## config.mk

```make
export PLATFORM = sky130hd
export DESIGN_NAME = sps_sequencer
export DESIGN_NICKNAME = d
export VERILOG_FILES = /design/src/core/sps_pkg.sv /design/src/core/sps_sequencer.sv
export SDC_FILE = /design/constraint.sdc
export NUM_CORES = 1
export LEC_CHECK = 0
export BUFFER_PORTS_ARGS = -buffer_cell sky130_fd_sc_hd__buf_4
export CAP_MARGIN = 20
export CORE_ASPECT_RATIO = 0.5
export CORE_UTILIZATION = 37
export CTS_CLUSTER_SIZE = 24
export DETAILED_ROUTE_END_ITERATION = 10
export SLEW_MARGIN = 10
export SYNTH_ARGS = -nofsm -noshare
export SYNTH_HDL_FRONTEND = slang
export SYNTH_SLANG_ARGS = --single-unit
```

## constraint.sdc

```tcl
create_clock -name clock_i -period 6.4 [get_ports clock_i]
set_input_delay 0.32 -clock clock_i [delete_from_list [all_inputs] [get_ports clock_i]]
set_output_delay 0.32 -clock clock_i [all_outputs]
set_load 0.02 [all_outputs]
```

## src/core/sps_pkg.sv

```systemverilog
// Package for the stepper phase sequencer: constants and carrier types.
// Assumes a 125 MHz system clock and a 16-microstep-per-quarter table.
package sps_pkg;

	// Phase index covers one electrical cycle in sixteenth steps
	localparam int unsigned IDX_W       = 6;
	localparam logic [5:0]  IDX_RESET   = 6'h00;
	localparam logic [5:0]  STEP_FULL   = 6'h10; // Full step, two-phase
	localparam logic [5:0]  STEP_HALF   = 6'h08;
	localparam logic [5:0]  STEP_QUART  = 6'h04;
	localparam logic [5:0]  STEP_EIGHTH = 6'h02;
	localparam logic [5:0]  STEP_SIXT   = 6'h01;
	// Full step sits between coils, so the drive reads the table half a step past the index
	localparam logic [5:0]  FULL_OFFSET = 6'h08;

	// Table amplitude width
	localparam int unsigned AMP_W = 8;

	// Host-supplied mode and motion levels
	typedef struct packed {
		logic step_size_hi_bit;
		logic step_size_lo_bit;
		logic edge_select_bit;
		logic rotation_direction;
	} sps_mode_s;

	// Drive to the four phase switches and their current references
	typedef struct packed {
		logic [3:0]       phase_on;  // A, A-bar, B, B-bar
		logic [AMP_W-1:0] amp_a;
		logic [AMP_W-1:0] amp_b;
	} sps_drive_s;

	// Whole state of the sequencer
	typedef struct packed {
		logic [1:0]       clk_sync;
		logic [1:0]       en_sync;
		logic [1:0]       rst_sync;
		logic             clk_prev;
		sps_mode_s [1:0]  mode_sync; // Mode and direction synchroniser
		logic [IDX_W-1:0] index;
		sps_drive_s       drive;
	} sps_state_s;

endpackage : sps_pkg

```

## src/core/sps_sequencer.sv

```systemverilog
// Step sequencer of a unipolar two-phase stepping motor driver.
// Assumes step, direction, mode, enable and reset come from pins,
// asynchronous to clock_i; mode and direction are held stable near edges.
// Every pin passes two flops; an index step lands three edges after the
// pin edge and the coil drive follows one edge later.
// Functional notes
// - Edge select high: rising edges only; modes full, half, quarter, eighth.
// - Edge select low: both edges; modes half, quarter, eighth, sixteenth.
// - Direction low steps forward, high steps reverse.
// - Enable low switches off every phase drive.
// - Active-low reset pin holds the sequencer in its reset state.
// - Enable low freezes phase state and ignores all inputs except reset.
`timescale 1ns/1ps

module sps_sequencer (
	input  wire logic               clock_i,
	input  wire logic               sys_rst_i,
	input  wire logic               step_clk_i,
	input  wire logic               rotation_direction_i,
	input  wire logic               step_size_sel_lo_i,
	input  wire logic               step_size_sel_hi_i,
	input  wire logic               edge_select_i,
	input  wire logic               enable_i,
	input  wire logic               reset_n_i,
	output logic [3:0]              phase_on_o,
	output logic [sps_pkg::AMP_W-1:0] amp_a_o,
	output logic [sps_pkg::AMP_W-1:0] amp_b_o,
	output logic [sps_pkg::IDX_W-1:0] phase_index_o
);

	// Whole state, its next value and the carriers built from it
	sps_pkg::sps_state_s state_reg;
	sps_pkg::sps_state_s state_next;
	sps_pkg::sps_mode_s  mode_pin;
	sps_pkg::sps_mode_s  mode;
	sps_pkg::sps_drive_s drive_calc;

	logic                       step_lvl;
	logic                       en_lvl;
	logic                       rst_lvl;
	logic                       edge_hit;
	logic [sps_pkg::IDX_W-1:0]  step_amt;
	logic [sps_pkg::IDX_W-1:0]  idx_moved;
	logic                       full_mode;
	logic [sps_pkg::IDX_W-1:0]  drive_idx;

	////////////////////////////////////////////////////////////////////////
	// Quarter-wave sine magnitude, sixteen steps per quarter
	// Argument 16 lands on the default: full current on that coil
	function automatic logic [7:0] sps_sine(input logic [4:0] q);
		logic [7:0] v;
		v = 8'h00;
		case (q)
			5'd0:    v = 8'h00;
			5'd1:    v = 8'h19;
			5'd2:    v = 8'h31;
			5'd3:    v = 8'h4a;
			5'd4:    v = 8'h61;
			5'd5:    v = 8'h78;
			5'd6:    v = 8'h8e;
			5'd7:    v = 8'ha2;
			5'd8:    v = 8'hb5;
			5'd9:    v = 8'hc7;
			5'd10:   v = 8'hd5;
			5'd11:   v = 8'he2;
			5'd12:   v = 8'hed;
			5'd13:   v = 8'hf5;
			5'd14:   v = 8'hfb;
			5'd15:   v = 8'hfe;
			default: v = 8'hff;
		endcase
		return v;
	endfunction : sps_sine

	////////////////////////////////////////////////////////////////////////
	// Synchronised levels: second stage only, the first stage is never
	// read so a metastable first flop cannot reach the logic
	assign step_lvl = state_reg.clk_sync[1];
	assign en_lvl   = state_reg.en_sync[1];
	assign rst_lvl  = state_reg.rst_sync[1];

	// Raw mode and direction levels, gathered for the synchroniser
	assign mode_pin.step_size_hi_bit   = step_size_sel_hi_i;
	assign mode_pin.step_size_lo_bit   = step_size_sel_lo_i;
	assign mode_pin.edge_select_bit    = edge_select_i;
	assign mode_pin.rotation_direction = rotation_direction_i;

	// Mode after two flops, in step with the synced step level; the host
	// keeps these pins steady around edges, so the bits cannot skew
	assign mode = state_reg.mode_sync[1];

	// Active edge detection per edge select: rising-only compares the
	// synced level with the last one, both-edge mode takes any difference
	always_comb begin
		if (mode.edge_select_bit) begin
			edge_hit = step_lvl & ~state_reg.clk_prev;
		end else begin
			edge_hit = step_lvl ^ state_reg.clk_prev;
		end
	end

	// Step size from the mode pins and edge select
	// Sizes count sixteenth steps, one table cycle is 64 index units
	always_comb begin
		case ({mode.edge_select_bit, mode.step_size_hi_bit,
			mode.step_size_lo_bit})
			3'b100:  step_amt = sps_pkg::STEP_FULL;
			3'b101:  step_amt = sps_pkg::STEP_HALF;
			3'b110:  step_amt = sps_pkg::STEP_QUART;
			3'b111:  step_amt = sps_pkg::STEP_EIGHTH;
			3'b000:  step_amt = sps_pkg::STEP_HALF;
			3'b001:  step_amt = sps_pkg::STEP_QUART;
			3'b010:  step_amt = sps_pkg::STEP_EIGHTH;
			3'b011:  step_amt = sps_pkg::STEP_SIXT;
			default: step_amt = sps_pkg::STEP_HALF;
		endcase
	end

	// Wrap-around index move by direction
	// Six-bit index wraps by itself at both ends of the table
	always_comb begin
		if (mode.rotation_direction) begin
			idx_moved = state_reg.index - step_amt;
		end else begin
			idx_moved = state_reg.index + step_amt;
		end
	end

	////////////////////////////////////////////////////////////////////////
	// Full-step mode energises both coils except at an index 8 past a full step: the drive reads the table
	// half a step past the index, between the two coil axes
	always_comb begin
		full_mode = mode.edge_select_bit & ~mode.step_size_hi_bit
			& ~mode.step_size_lo_bit;
		if (full_mode) begin
			drive_idx = state_reg.index + sps_pkg::FULL_OFFSET;
		end else begin
			drive_idx = state_reg.index;
		end
	end

	////////////////////////////////////////////////////////////////////////
	// Phase drive from the drive index: quadrant picks coil polarity,
	// position within it picks the two current levels
	always_comb begin
		logic [1:0] quad;
		logic [3:0] pos;
		logic [4:0] qa;
		logic [4:0] qb;
		quad = drive_idx[5:4];
		pos  = drive_idx[3:0];
		qa   = 5'd16 - {1'b0, pos};
		qb   = {1'b0, pos};
		drive_calc.amp_a = sps_sine(qa);
		drive_calc.amp_b = sps_sine(qb);
		case (quad)
			2'd0:    drive_calc.phase_on = 4'b1010;
			2'd1:    drive_calc.phase_on = 4'b0110;
			2'd2:    drive_calc.phase_on = 4'b0101;
			2'd3:    drive_calc.phase_on = 4'b1001;
			default: drive_calc.phase_on = 4'b0000;
		endcase
		// Zero amplitude switches that coil off entirely
		if (drive_calc.amp_a == 8'h00) begin
			drive_calc.phase_on[3:2] = 2'b00;
		end
		if (drive_calc.amp_b == 8'h00) begin
			drive_calc.phase_on[1:0] = 2'b00;
		end
	end

	////////////////////////////////////////////////////////////////////////
	// Next state: synchronisers shift on every edge, whatever the mode
	always_comb begin
		state_next           = state_reg;
		state_next.clk_sync  = {state_reg.clk_sync[0], step_clk_i};
		state_next.en_sync   = {state_reg.en_sync[0], enable_i};
		state_next.rst_sync  = {state_reg.rst_sync[0], ~reset_n_i};
		state_next.mode_sync = {state_reg.mode_sync[0], mode_pin};
		// Edge history always follows the synced level: a step edge that
		// arrives in reset or while disabled is absorbed, never replayed
		state_next.clk_prev  = step_lvl;
		if (rst_lvl) begin
			// Reset pin wins over enable and over any pending edge
			state_next.index = sps_pkg::IDX_RESET;
			state_next.drive = '0;
		end else if (!en_lvl) begin
			// Frozen: index kept, drive off until enable returns
			state_next.drive = '0;
		end else begin
			if (edge_hit) begin
				state_next.index = idx_moved;
			end
			state_next.drive = drive_calc;
		end
	end

	// State register, synchronous reset; clears the synchronisers too, so
	// enable reads low for two edges after release and nothing moves
	always_ff @(posedge clock_i) begin
		if (sys_rst_i) begin
			state_reg <= '0;
		end else begin
			state_reg <= state_next;
		end
	end

	// Outputs from flip-flops
	// Index leads the drive by one edge, the drive is built from it
	assign phase_on_o    = state_reg.drive.phase_on;
	assign amp_a_o       = state_reg.drive.amp_a;
	assign amp_b_o       = state_reg.drive.amp_b;
	assign phase_index_o = state_reg.index;

endmodule : sps_sequencer

```

### After elaboration in Yosys (flattened, before gate mapping)

Memory sizes are Yosys's and may differ from the RTL's. A register that Yosys moved wholly into a read port is not among the register bits.
Cells that the tools add are included.

| operators by class | value |
|---|---|
| $lt $le $gt $ge | 0 |
| mux-type cells | 6 |
| shifts and indexed selects | 0 |
| $add $sub $neg | 4 |
| bitwise gates (word level) | 9 |
| equality and inequality tests | 3 |
| multipliers | 0 |
| div/mod/pow operators | 0 |
| reductions and logical operators | 8 |

Operators with widths:

| cell | count |
|---|---|
| $logic_not A8 Y1 | 2 |
| $pmux W4 S4 | 1 |
| $mux W6 | 2 |
| $mux W8 | 1 |
| $reduce_or A4 Y1 | 2 |
| $add A6 B4 Y6 const B | 1 |
| $add A6 B6 Y6 | 1 |
| $sub A6 B6 Y6 | 1 |
| $not A1 Y1 | 5 |
| $sub A5 B4 Y5 const A | 1 |
| $eq A2 B2 Y1 const B | 2 |
| $and A1 B1 Y1 | 3 |
| $mux W3 | 1 |
| $reduce_or A3 Y1 | 1 |
| $eq A2 B1 Y1 const B | 1 |
| $logic_not A2 Y1 | 1 |
| $reduce_and A2 Y1 | 1 |
| $reduce_or A2 Y1 | 1 |
| $mux W1 | 1 |
| $xor A1 B1 Y1 | 1 |

| storage, ports and cells | value |
|---|---|
| output and inout bits | 26 |
| ROM bits | 296 |
| bits in writable memories | 0 |
| input port bits | 9 |
| memories kept | 3 |
| logic and storage cells | 50 |
| bits in latches | 0 |
| register bits | 41 |

Memory list:

| memory | depth | bits a word | read ports | clocked after Yosys merged registers in | write ports | RTL line | text |
|---|---|---|---|---|---|---|---|
| (name not given) | 16 | 8 | 1 | 0 | 0 | sps_sequencer.sv:53 | `case (q)` |
| (name not given) | 16 | 8 | 1 | 0 | 0 | sps_sequencer.sv:53 |  |
| (name not given) | 8 | 5 | 1 | 1 | 0 | sps_sequencer.sv:105 | `case ({mode.edge_select_bit, mode.step_size_hi_bit,` |

### Logic depth before layout (Yosys ltp)

An unclocked memory read counts as a cell.

| depth | value |
|---|---|
| depth after elaboration | 9 |
| depth in mapped cells | 10 |
| gate-level depth less buffers | 10 |

### Worst setup path before layout

OpenSTA, ideal clock, no wires.

| timing path | value |
|---|---|
| kind | reg2reg |
| from | register state_reg (netlist bit phase_index_o[0]) |
| to | register state_reg (netlist bit phase_on_o[2]) |
| cell stages (with the launch flop) | 10 |
| slack | 4.087 ns |
| required time | 6.268 ns |
| library setup time | 0.132 ns |
| arrival time | 2.181 ns |
| cells stage by stage | dfxtp_1 buf_2 inv_1 ha_1 buf_2 xor2_1 mux2i_1 mux2_4 a2111oi_2 nor3b_1 |

| between the ends | value |
|---|---|
| cells in the longest elaborated chain, start to end | 7 |
| elaborated cells between the ends (all ways) | 12 |

RTL lines:

| what | RTL line | text |
|---|---|---|
| start: declaration | sps_sequencer.sv:32 | `sps_pkg::sps_state_s state_reg;` |
| start signal: assignment | sps_sequencer.sv:204 | `state_reg <= state_next;` |
| $add A6 B4 Y6 | sps_sequencer.sv:136 | `drive_idx = state_reg.index + sps_pkg::FULL_OFFSET;` |
| $mux W6 * | sps_sequencer.sv:135 | `if (full_mode) begin` |
| $sub A5 B4 Y5 | sps_sequencer.sv:152 | `qa = 5'd16 - {1'b0, pos};` |
| $mem_v2 Z16 W8 | - |  |
| $mux W8 | sps_sequencer.sv:53 |  |
| $logic_not A8 Y1 | sps_sequencer.sv:164 | `if (drive_calc.amp_a == 8'h00) begin` |
| $reduce_or A4 Y1 (no line) | - |  |

Every way passes the cells marked *; elsewhere a longest branch is shown, timed or not.
A chain may end at the register's enable or synchronous reset.

### Worst setup path in the final report

Ends and elaborated chain as after synthesis.

==> flow_summary.ini <==
[clock_tree]
max-clock-path-buffers = 2
cts_tree = built
clkSinkCount = 46
post_cts_buffers = 0
cts_buffers = 5
cts-resized-gates = 0
cts_hold_buf = 0
cts-root-buf = clkbuf_16
htreeDepth = 2
clock_latency_ns = 0.29
path_clk_slew_ns = 0.06

[pwr]
switchingPower_uw = 143.4
p_per_area_nw_per_um2 = 231.7
pwr-share-clk_pct = 45.3
ir_drop_mv = 0.1382
leakage_uw = 0.001200
swShare_pct = 22.11
pwr-share-seq_pct = 46.1
intPower_uw = 505.0
combPwrFrac_pct = 8.6
power_uw = 648.4

[setup_path]
cp_slowest_cell = dfxtp_1
r2r_start = phase_index_o[0]
cpPeakStageDelay_ns = 0.58
r2r_cells = 7
path_depth = 7
cp.required_ns = 6.54
ff2ff_setup_slack_ns = 3.73
worstPathMaxFanout = 12
crit_path_end = phase_on_o[2]
startpoint = phase_index_o[0]
crit_chain = inv_1 > ha_1 > xor2_1 > mux2i_1 > mux2_4 > a2111oi_2 > nor3b_1
crit_type = register to register
r2r_end = phase_on_o[2]
cp.arrival_ns = 2.82
critPathBufInv = 1
cp-start-kind = register
critPathTopFamily = flip-flops
cp-end-kind = register

[yosys]
async_reset_ff_share_pct = 0
yosysTopAreaCell = dfxtp_1
synth_seq_cells = 46
ys_seq_area_share_pct = 37.06
synth_ff_type = dfxtp_1
synth.distinct_cells = 41
synth_top_area_share_pct = 37.06
synthTopCellsByCount = dfxtp_1, nor2_1, buf_4
ys_warn_count = 0
syn_avg_cell_area_um2 = 8.750
synth-edff-count = 0
synthesis.area_um2 = 2485
ys_top_cells_by_area = dfxtp_1, ha_1, buf_4
synth_fp_nets = 313
netlist_instances = 284
yosysMostFrequentCell = dfxtp_1

[drt]
postRouteAntennaNets = 0
routedWlPerCell_um = 12.26
vias = 1812
drcViolationCount = 0
avgViaCountPerCell = 4.781
drtIter0Drc = 60
firstDrtPassIters = 4
totalWireLength_mm = 4.646

[die]
die_area_um2 = 7068
initial_core_util_pct = 39.56
core_area_um2 = 6281
num_rows = 20
num_io_pins = 35
die_y_um = 59.95
die_x_um = 117.9

[grt]
grt_pass1_vias = 1634
grt-ovfl-total = 0
grt_pass1_wl_mm = 7.624
grt_max_degree = 23
grt_antenna_before_repair = 0
grt.total_usage_pct = 14.21

[sta]
hold_viol = 0
fmax_mhz = 374.2
fin_crit_sh_pct = 41.75
relSlewSlack_pct = 51.17
rsz0062_at_grt = false
final-setup-viol-count = 0
period_minus_slack_ns = 2.672
worst_slew_pin_slew_ns = 0.7276
finalMaxSlewViolations = 0
timing.setup.tns_ns = 0
fin_skew_ns = 0.006410

[cells_and_area]
multiInputGateArea_um2 = 1282
nets = 319
num-fill-cells = 645
seqCellArea_um2 = 920.9
final_cell_count_no_fill = 379
num_antenna_cells = 0
syn_to_final_growth_pct = 12.64
layout-drive-gt1-share_pct = 18.90

[run_status]
status = finished clean

[placement]
dp_hpwl_mm = 3.404
portBuffers = 34
dp.cells = 370
gp_congestion = 0.8135

[worst_hold_path]
hp-class = primary input to register

[flow_run]
drv_cap = 0
## placed cells by master (no fill, tap or decap), types with 5 or more instances in the layout
master     instances
ha_1              19
inv_1             10
nor3_1            10
xnor2_1            9
buf_4             37
nand2_1           19
nor2b_1           17
mux2i_1            6
o21ai_0            8
a211oi_1           6
dfxtp_1           46
nor2_1            35
clkbuf_16          5
a21oi_1           23
## kinds of logic (layout without fill, tap and decap cells)
group                    after synthesis  count (layout)  share of synthesized area [%]
XOR/XNOR                              13              13                          5.187
AND/OR/NAND/NOR                       94              94                          18.58
multiplexers                           9               9                          3.927
AO/OA/AOI/OAI                         53              53                          13.14
flip-flops                            46              46                          37.06
adder cells (fa/ha/maj)               21              21                          10.78
buffers and inverters                 48              55                          11.33
## cell type report
type	instances	area share, %
inverters	10	1.341
clock inverters	3	1.609
flip-flops and latches	46	32.90
well taps	88	3.934
repair buffers	37	9.924
multi-input cells	190	45.82
clock buffers	5	4.470
## metal layers
layer	share of wire, %	GRT usage, %	vias to the layer above
met1	50	17.43	835
met4	1.6	7.326	0
met3	4.5	4.676	7
li1	-	-	933
met2	43	22.86	37
met5	0	0	-
## stage by stage
step / cell area (µm²) / setup WS, ns / utilization, % / hold WS [ns]
after floorplan: 2485 / 4.087 / - / 0.3867
after CTS: 2791 / 3.742 / 44.44 / 0.1620
final: 2799 / 3.728 / 44.56 / 0.1699
after global placement: 2614 / 3.855 / 41.61 / 0.4164
after global routing: 2799 / 3.495 / 44.56 / 0.1593
after detailed placement: 2621 / 3.765 / 41.73 / 0.4264
## worst min-delay path by stage
stage,from,to,slack (ns),cells past startpoint
finish,reset_n_i,state_next[36],0.17,2
global placement,state_next[36],rst_lvl,0.42,1
CTS,reset_n_i,state_next[36],0.16,2
detailed placement,state_next[36],rst_lvl,0.43,1
floorplan,reset_n_i,state_next[36],0.39,1
global route,reset_n_i,state_next[36],0.16,2
## power groups by stage
stage / sequential [µW] / combinational, µW / clock, µW
floorplan: 304 / 44.1 / 0
global placement: 305 / 54.0 / 0
detailed placement: 305 / 55.4 / 0
CTS: 299 / 55.7 / 303
global route: 300 / 62.1 / 314
finish: 299 / 55.7 / 294
Power figures use the tool's default switching activity.
